$ cat src/hdl/deac_defines.svh
// constants for the data eeprom access controller
// assumes inclusion by bare name from hdl/
`ifndef DEAC_DEFINES_SVH
`define DEAC_DEFINES_SVH

// control register bit positions
`define DEAC_CTL_RD_START   0
`define DEAC_CTL_RD_EN      1
`define DEAC_CTL_WR_START   2
`define DEAC_CTL_WR_EN      3
// indirect location of the control register inside bank one
`define DEAC_CTL_LOC        8'h40
`define DEAC_CTL_BANK       1'b1
// reset values
`define DEAC_CTL_RESET      4'h0
`define DEAC_BANK_RESET     1'b0
// read countdown load; the read state lasts this many system clocks plus one
`define DEAC_RD_CYCLES      4'h2

`endif

$ cat src/hdl/deac_pkg.sv
// types for the data eeprom access controller
// assumes deac_defines.svh is compiled alongside
package deac_pkg;
	typedef struct packed {
		logic       we;
		logic [7:0] wdata;
	} deac_wr_t;

	typedef struct packed {
		logic       req;
		logic       we;
		logic [7:0] addr;
		logic [7:0] wdata;
	} deac_mem_req_t;

	typedef enum logic [1:0] {
		DEAC_IDLE,
		DEAC_READ,
		DEAC_WRITE
	} deac_state_t;
endpackage

$ cat src/hdl/deac_top.sv
// data eeprom access controller: address, data and control registers,
// read/write sequencing, read countdown and completion interrupt flag.
// assumes the cpu writes registers with one-cycle strobes and that the
// array answers writes with a done pulse from its own timer.
//
// Behaviour
// RL1: data holding register eight bits, read/write
// RL2: software sets read enable, address, start
// RL3: read start ignored while read enable low
// RL4: read end clears start, loads data
// RL5: data held until next read/write
// RL6: software sets write enable, address, data, start
// RL7: write start ignored while write enable low
// RL8: write timed by asynchronous internal timer
// RL9: write end clears write start bit
// RL10: power-on clears write enable bit
// RL11: bank resets zero; control only bank one
// RL12: cycle end sets interrupt request flag
// RL13: vector needs enables and stack room
// RL14: servicing clears interrupt request flag
// RL15: software keeps write enable, bank cleared
// RL16: software may read back written bytes
// RL17: control reached via pointer 040h, bank one
// RL18: control bits 3..0, upper bits zero
// RL19: no new start while busy
`timescale 1ns/1ps
`default_nettype none
`include "deac_defines.svh"

module deac_top #(
	parameter int unsigned RD_LATENCY = `DEAC_RD_CYCLES
) (
	input  wire logic                clk,
	input  wire logic                reset_n,
	input  wire logic                bank_wr,
	input  wire logic                bank_wdata,
	input  wire logic                pointer_wr,
	input  wire logic [7:0]          pointer_wdata,
	input  wire logic                addr_wr,
	input  wire logic [7:0]          addr_wdata,
	input  wire deac_pkg::deac_wr_t  data_wr,
	input  wire deac_pkg::deac_wr_t  indirect_wr,
	input  wire logic                irq_enable_wr,
	input  wire logic                irq_enable_wdata,
	input  wire logic                flag_wr,
	input  wire logic                flag_wdata,
	input  wire logic                global_irq_en,
	input  wire logic                stack_full,
	input  wire logic                irq_ack,
	input  wire logic [7:0]          mem_rdata,
	input  wire logic                mem_wr_done,
	output logic [7:0]               eeprom_data_holding,
	output logic [7:0]               eeprom_byte_address,
	output logic [7:0]               indirect_access_one,
	output logic                     bank_selector,
	output logic                     eeprom_irq_enable,
	output logic                     eeprom_irq_flag,
	output logic                     irq_request,
	output deac_pkg::deac_mem_req_t  mem_req
);
	import deac_pkg::*;

	// ************************************************
	// register state
	// ************************************************
	logic [7:0]  data_q, data_d;
	logic [7:0]  addr_q, addr_d;
	logic [7:0]  ptr_q, ptr_d;
	logic        bank_q, bank_d;
	logic [3:0]  ctl_q, ctl_d;
	logic        ien_q, ien_d;
	logic        flag_q, flag_d;
	logic        irq_q, irq_d;
	// read countdown in system clocks
	logic [3:0]  cnt_q, cnt_d;
	deac_state_t state_q, state_d;
	deac_mem_req_t mreq_q, mreq_d;
	logic [7:0]  ind_q, ind_d;
	logic        ctl_sel;
	logic        cyc_end;
	logic [3:0]  ctl_w;

	// control visible only with bank one and pointer at its location
	assign ctl_sel = (bank_q == `DEAC_CTL_BANK) && (ptr_q == `DEAC_CTL_LOC); // [RL11] [RL17]

	// ************************************************
	// elaboration checks
	// ************************************************
	// the countdown is four bits; a longer latency needs a wider counter
	// zero is allowed and ends the read in the cycle after the request
	if (RD_LATENCY > 15) begin : g_rd_latency_check
		$error("read latency exceeds the four-bit countdown");
	end

	// ************************************************
	// control, data and sequencing
	// ************************************************
	always_comb begin
		data_d  = data_q;
		addr_d  = addr_wr ? addr_wdata : addr_q;
		ptr_d   = pointer_wr ? pointer_wdata : ptr_q;
		bank_d  = bank_wr ? bank_wdata : bank_q;
		ctl_d   = ctl_q;
		ien_d   = irq_enable_wr ? irq_enable_wdata : ien_q;
		flag_d  = flag_q;
		state_d = state_q;
		cnt_d   = cnt_q;
		mreq_d  = mreq_q;
		mreq_d.req = 1'b0;
		cyc_end = 1'b0;
		ctl_w   = ctl_q;
		if (data_wr.we) begin
			data_d = data_wr.wdata; // [RL1]
		end
		if (indirect_wr.we && ctl_sel) begin
			ctl_w = indirect_wr.wdata[3:0];
			ctl_d[`DEAC_CTL_WR_EN] = ctl_w[`DEAC_CTL_WR_EN];
			ctl_d[`DEAC_CTL_RD_EN] = ctl_w[`DEAC_CTL_RD_EN];
			// start bits cannot be cleared by software mid-cycle; new starts only from idle
			if (state_q == DEAC_IDLE) begin // [RL19]
				ctl_d[`DEAC_CTL_WR_START] = ctl_w[`DEAC_CTL_WR_START] & ctl_q[`DEAC_CTL_WR_EN]; // [RL7]
				ctl_d[`DEAC_CTL_RD_START] = ctl_w[`DEAC_CTL_RD_START] & ctl_q[`DEAC_CTL_RD_EN]
					& ~(ctl_w[`DEAC_CTL_WR_START] & ctl_q[`DEAC_CTL_WR_EN]); // [RL3]
			end
		end
		unique case (state_q)
			DEAC_IDLE: begin
				// write start wins when both are pending
				if (ctl_q[`DEAC_CTL_WR_START]) begin
					state_d      = DEAC_WRITE;
					mreq_d.req   = 1'b1;
					mreq_d.we    = 1'b1;
					mreq_d.addr  = addr_q;
					mreq_d.wdata = data_q;
				end else if (ctl_q[`DEAC_CTL_RD_START]) begin
					state_d     = DEAC_READ;
					cnt_d       = 4'(RD_LATENCY);
					mreq_d.req  = 1'b1;
					mreq_d.we   = 1'b0;
					mreq_d.addr = addr_q;
				end
			end
			DEAC_READ: begin
				// mem_rdata must stand for the whole countdown
				if (cnt_q == 4'h0) begin
					data_d  = mem_rdata; // [RL4] [RL5]
					ctl_d[`DEAC_CTL_RD_START] = 1'b0; // [RL4]
					state_d = DEAC_IDLE;
					cyc_end = 1'b1;
				end else begin
					cnt_d = cnt_q - 4'h1;
				end
			end
			DEAC_WRITE: begin
				// done comes from the array's own timer, so the length is not fixed
				if (mem_wr_done) begin // [RL8]
					ctl_d[`DEAC_CTL_WR_START] = 1'b0; // [RL9]
					state_d = DEAC_IDLE;
					cyc_end = 1'b1;
				end
			end
			default: state_d = DEAC_IDLE;
		endcase
		if (flag_wr) begin
			flag_d = flag_wdata;
		end
		if (irq_ack) begin
			flag_d = 1'b0; // [RL14]
		end
		// set wins over any clear in the same cycle
		if (cyc_end) begin
			flag_d = 1'b1; // [RL12]
		end
		// registered, so the request trails the flag by one cycle
		irq_d = flag_q & ien_q & global_irq_en & ~stack_full & ~irq_ack; // [RL13]
		ind_d = ctl_sel ? {4'h0, ctl_d} : 8'h00; // [RL18]
	end

	// ************************************************
	// registers
	// ************************************************
	always_ff @(posedge clk) begin
		if (!reset_n) begin
			// data and address are undefined at power-on; cleared here for determinism
			data_q  <= 8'h00;
			addr_q  <= 8'h00;
			ptr_q   <= 8'h00;
			bank_q  <= `DEAC_BANK_RESET; // [RL11]
			ctl_q   <= `DEAC_CTL_RESET; // [RL10]
			// interrupt state starts quiet so no request follows reset
			ien_q   <= 1'b0;
			flag_q  <= 1'b0;
			irq_q   <= 1'b0;
			cnt_q   <= 4'h0;
			state_q <= DEAC_IDLE;
			mreq_q  <= '0;
			ind_q   <= 8'h00;
		end else begin
			data_q  <= data_d;
			addr_q  <= addr_d;
			ptr_q   <= ptr_d;
			bank_q  <= bank_d;
			ctl_q   <= ctl_d;
			ien_q   <= ien_d;
			flag_q  <= flag_d;
			irq_q   <= irq_d;
			cnt_q   <= cnt_d;
			state_q <= state_d;
			mreq_q  <= mreq_d;
			ind_q   <= ind_d;
		end
	end

	// ************************************************
	// outputs, each straight from its register
	// ************************************************
	assign eeprom_data_holding = data_q;
	assign eeprom_byte_address = addr_q;
	assign indirect_access_one = ind_q;
	assign bank_selector       = bank_q;
	assign eeprom_irq_enable   = ien_q;
	assign eeprom_irq_flag     = flag_q;
	assign irq_request         = irq_q;
	assign mem_req             = mreq_q;
endmodule
`default_nettype wire

$ cat config.mk
export PLATFORM = sky130hd
export DESIGN_NAME = deac_top
export DESIGN_NICKNAME = d
export VERILOG_FILES = /design/src/hdl/deac_pkg.sv /design/src/hdl/deac_top.sv
export VERILOG_INCLUDE_DIRS = /design/src /design/src/hdl
export SDC_FILE = /design/constraint.sdc
export NUM_CORES = 1
export LEC_CHECK = 0
export BUFFER_PORTS_ARGS = -buffer_cell sky130_fd_sc_hd__buf_2
export CORE_MARGIN = 5
export CORE_UTILIZATION = 50
export DETAILED_ROUTE_END_ITERATION = 8
export PLACE_DENSITY = 0.83
export SKIP_LAST_GASP = 1
export SLEW_MARGIN = 10
export SYNTH_ARGS = -nofsm -noshare
export SYNTH_HDL_FRONTEND = slang
export SYNTH_SLANG_ARGS = --single-unit
export TNS_END_PERCENT = 10
$ cat constraint.sdc
create_clock -name clk -period 4.3 [get_ports clk]
set_input_delay 0.43 -clock clk [delete_from_list [all_inputs] [get_ports clk]]
set_output_delay 0.43 -clock clk [all_outputs]
set_load 0.005 [all_outputs]
==> flow_metrics.env <==
export IMPL_crit_path_top_delay_cell="sky130_fd_sc_hd__a222oi_1"
export IMPL_synth_area_top_cells="sky130_fd_sc_hd__dfxtp_1 49%, sky130_fd_sc_hd__mux2i_1 16%, sky130_fd_sc_hd__nor2_1 6.5%"
export IMPL_postSynthRegisterBits=60
export IMPL_critPathRequiredTime_ns=4.49
export IMPL_power_per_cell_area_nw_per_um2=392.9
export IMPL_initial_standard_cell_utilization_of_the_core_pct=51.95
export IMPL_drcViolationCount=0
export IMPL_drtPass1Iterations=4
export IMPL_fin_cells=421
export IMPL_timing_reg2reg_setup_slack_ns=2.40
export IMPL_routabilityCongestion=0.7712
export IMPL_synthCells=259
export IMPL_ctsResizeCount=0
export IMPL_cts_htree_levels=3
export IMPL_finalSetupViolCount=0
export IMPL_synth_enable_flop_cells=0
export IMPL_ctsRootBufferMaster="sky130_fd_sc_hd__clkbuf_8"
export IMPL_finalCriticalPeriod_ns=1.896
export IMPL_cts_hold_buffers=0
export IMPL_period_share_pct=44.09
export IMPL_cts_num_sinks=60
export IMPL_power_leakage_nw=1.561
export IMPL_achievable_frequency_mhz=527.5
export IMPL_synth_area_per_inst_um2=9.536
export IMPL_register_clock_pin_slew_on_the_reported_worst_setup_and_hold_paths_ns=0.06
export IMPL_core_area_um2=4755
export IMPL_fin_setup_tns_ns=0
export IMPL_number_of_distinct_library_cells_after_synthesis=42
export IMPL_synth_top_cell_area_share_pct=48.63
export IMPL_finClkSkew_ns=0.006151
export IMPL_result_of_the_run="complete, no violations"
export IMPL_ys_warn_count=0
export IMPL_io_buffers=93
export IMPL_seq_area_frac_synth_pct=48.63
export IMPL_synthesis_to_finish_area_growth_pct=26.85
export IMPL_grt_max_degree=51
export IMPL_critical_path_cell_by_cell="inv_1, ha_1, or3b_1, a222oi_1, mux2i_1, nor2_1"
export IMPL_clk_path_buf_depth=2
export IMPL_timing_max_slew_rel_slack_pct=34.39
export IMPL_worst_setup_path_end_kind="flop"
export IMPL_io_pins=102
export IMPL_crit_start="cnt_q[0]"
export IMPL_timing_max_transition_violations_final=0
export IMPL_rr_startpoint="cnt_q[0]"
export IMPL_mappedNetlistArea_um2=2470
export IMPL_tritoncts_num_buffers=9
export IMPL_hold_path_class="input pin to flop"
export IMPL_hold_start="irq_ack"
export IMPL_post_dp_hpwl_um=4147
export IMPL_route_antenna_remaining_nets=0
export IMPL_layout_filler_cells=413
export IMPL_number_of_antenna_violations_at_the_first_check_in_global_routing=0
export IMPL_cp_data_arrival_time_ns=2.09
export IMPL_yosysTopAreaCell="sky130_fd_sc_hd__dfxtp_1"
export IMPL_max_stage_delay_ns=0.48
export IMPL_routed_via_density=5.007
export IMPL_rsz0062_at_grt="no"
export IMPL_finalHoldViolCount=0
export IMPL_maxCapViolCount=0
export IMPL_detail_route_wirelength_um=5603
export IMPL_clk_latency_ns=0.34
export IMPL_max_slew_worst_pin_slew_ns=0.9775
export IMPL_y_dimension_of_the_die_um=80.29
export IMPL_wl_per_cell_um=13.31
export IMPL_worst_setup_path_start_kind="flop"
export IMPL_vias=2108
export IMPL_first_global_vias=2154
export IMPL_antenna_cells_inserted=0
export IMPL_groute_usage_overall_pct=18.71
export IMPL_grt_ovfl_total=0
export IMPL_postCtsSetupRepairBufs=0
export IMPL_fp_dieArea_um2=6446
export IMPL_async_flop_share_pct=0
export IMPL_critPathMaxFanout=4
export IMPL_setup_cp_type="flop to flop"
export IMPL_grt_pass1_wl_um=9377
export IMPL_tritoncts="done"
export IMPL_dr_first_iter_drc_count=61
export IMPL_synth_ff_type="sky130_fd_sc_hd__dfxtp_1"
export IMPL_floorplan_rows=25
export IMPL_die_w_um=80.29
export IMPL_drive_gt1_share_pct=31.64
export IMPL_layout_nets=410
export IMPL_place_inst=405
export IMPL_vdd_drop_max_mv=0.3066
[synth_stat cells (2+ instances only)]
master                     count
sky130_fd_sc_hd__inv_1         7
sky130_fd_sc_hd__a41oi_1       2
sky130_fd_sc_hd__a21oi_1      12
sky130_fd_sc_hd__o31ai_1       2
sky130_fd_sc_hd__and2_1        2
sky130_fd_sc_hd__dfxtp_1      60
sky130_fd_sc_hd__a211oi_1     11
sky130_fd_sc_hd__nand2_1      27
sky130_fd_sc_hd__nor2_1       43
sky130_fd_sc_hd__nor3_1        4
sky130_fd_sc_hd__buf_2         2
sky130_fd_sc_hd__nor4b_1       2
sky130_fd_sc_hd__mux2i_1      40
sky130_fd_sc_hd__xnor2_1       2
sky130_fd_sc_hd__clkbuf_1      8
sky130_fd_sc_hd__o21ai_1       2
sky130_fd_sc_hd__buf_4         4
sky130_fd_sc_hd__ha_1          5
[kinds of logic after synthesis]
kind of cell	Yosys count	synth area share (%)
AOI/OAI and AO/OA	35	9.474
xor gates and xnor gates	2	0.7093
adders and majority gates	5	2.533
buffers and inverters	26	5.927
DFF	60	48.63
muxes	40	16.21
other	1	0.1518
and+or+nand+nor	90	16.36
[path summary, 6_finish.rpt]
check | end | cells after the start
max | state_q[0] | 6
min | irq_request | 2
max reg2reg | state_q[0] | 6
min reg2reg | mem_req[4] | 2
[through the flow]
stage / worst slack [ns] / power [mW] / util [%] / hold WS, ns / area (µm²)
floorplan: 2.608 / 0.6856 / - / 0.4518 / 2481
global placement: 2.454 / 0.7309 / 61.63 / 0.4392 / 2930
detailed placement: 2.417 / 0.7352 / 61.63 / 0.4452 / 2930
CTS: 2.392 / 1.242 / 65.89 / 0.2708 / 3133
global route: 2.243 / 1.287 / 65.89 / 0.2755 / 3133
finish: 2.404 / 1.231 / 65.89 / 0.2780 / 3133
[layer usage]
metal  GRT usage, %  wire (µm)  up-vias
li1               -          -     1060
met2          29.14       2457       95
met5              0          0        -
met3          7.399        632       12
met4          9.628        138        0
met1          22.13       2375      941
[power breakdown]
| group | leakage, nW | internal [mW] | switching [mW] | total [mW] |
|---|---|---|---|---|
| clock | 0.102 | 0.297 | 0.212 | 0.509 |
| sequential | 0.489 | 0.579 | 0.0158 | 0.595 |
| combinational | 0.970 | 0.0616 | 0.0664 | 0.128 |
| total | 1.56 | 0.937 | 0.294 | 1.23 |
[cell usage in the layout (no fill, tap or decap), types with 5 or more instances in the layout]
master,n
sky130_fd_sc_hd__a211oi_1,11
sky130_fd_sc_hd__a21oi_1,12
sky130_fd_sc_hd__buf_2,93
sky130_fd_sc_hd__clkbuf_8,11
sky130_fd_sc_hd__dfxtp_1,60
sky130_fd_sc_hd__ha_1,5
sky130_fd_sc_hd__inv_1,7
sky130_fd_sc_hd__mux2i_1,40
sky130_fd_sc_hd__nand2_1,27
sky130_fd_sc_hd__nor2_1,43
[layout make-up]
type | instances | area (µm²) | share of cell area [%]
clock buffers | 12 | 155.1 | 4.952
clock inverters | 4 | 47.55 | 1.518
inverters | 9 | 46.29 | 1.478
multi-input cells | 176 | 1134 | 36.18
flip-flops and latches | 60 | 1201 | 38.34
well taps | 67 | 83.83 | 2.676
repair buffers | 93 | 465.4 | 14.86
[sequential cells by signal (all words and copies together), names as in the netlist, 2 cells and up]
| name | flops |
|---|---|
| mem_req | 18 |
| eeprom_byte_address | 8 |
| eeprom_data_holding | 8 |
| ptr_q | 8 |
| cnt_q | 4 |
| ctl_q | 4 |
| indirect_access_one | 4 |
| state_q | 2 |
[critical path, delay by kind of cell (launching register included)]
family	cells	cell delay [ns]
simple gates	2	0.42
flops	1	0.31
fa+ha+maj	1	0.19
compound gates	1	0.48
mux	1	0.24
buf+inv	1	0.11
(Power assumes the default switching activity.)
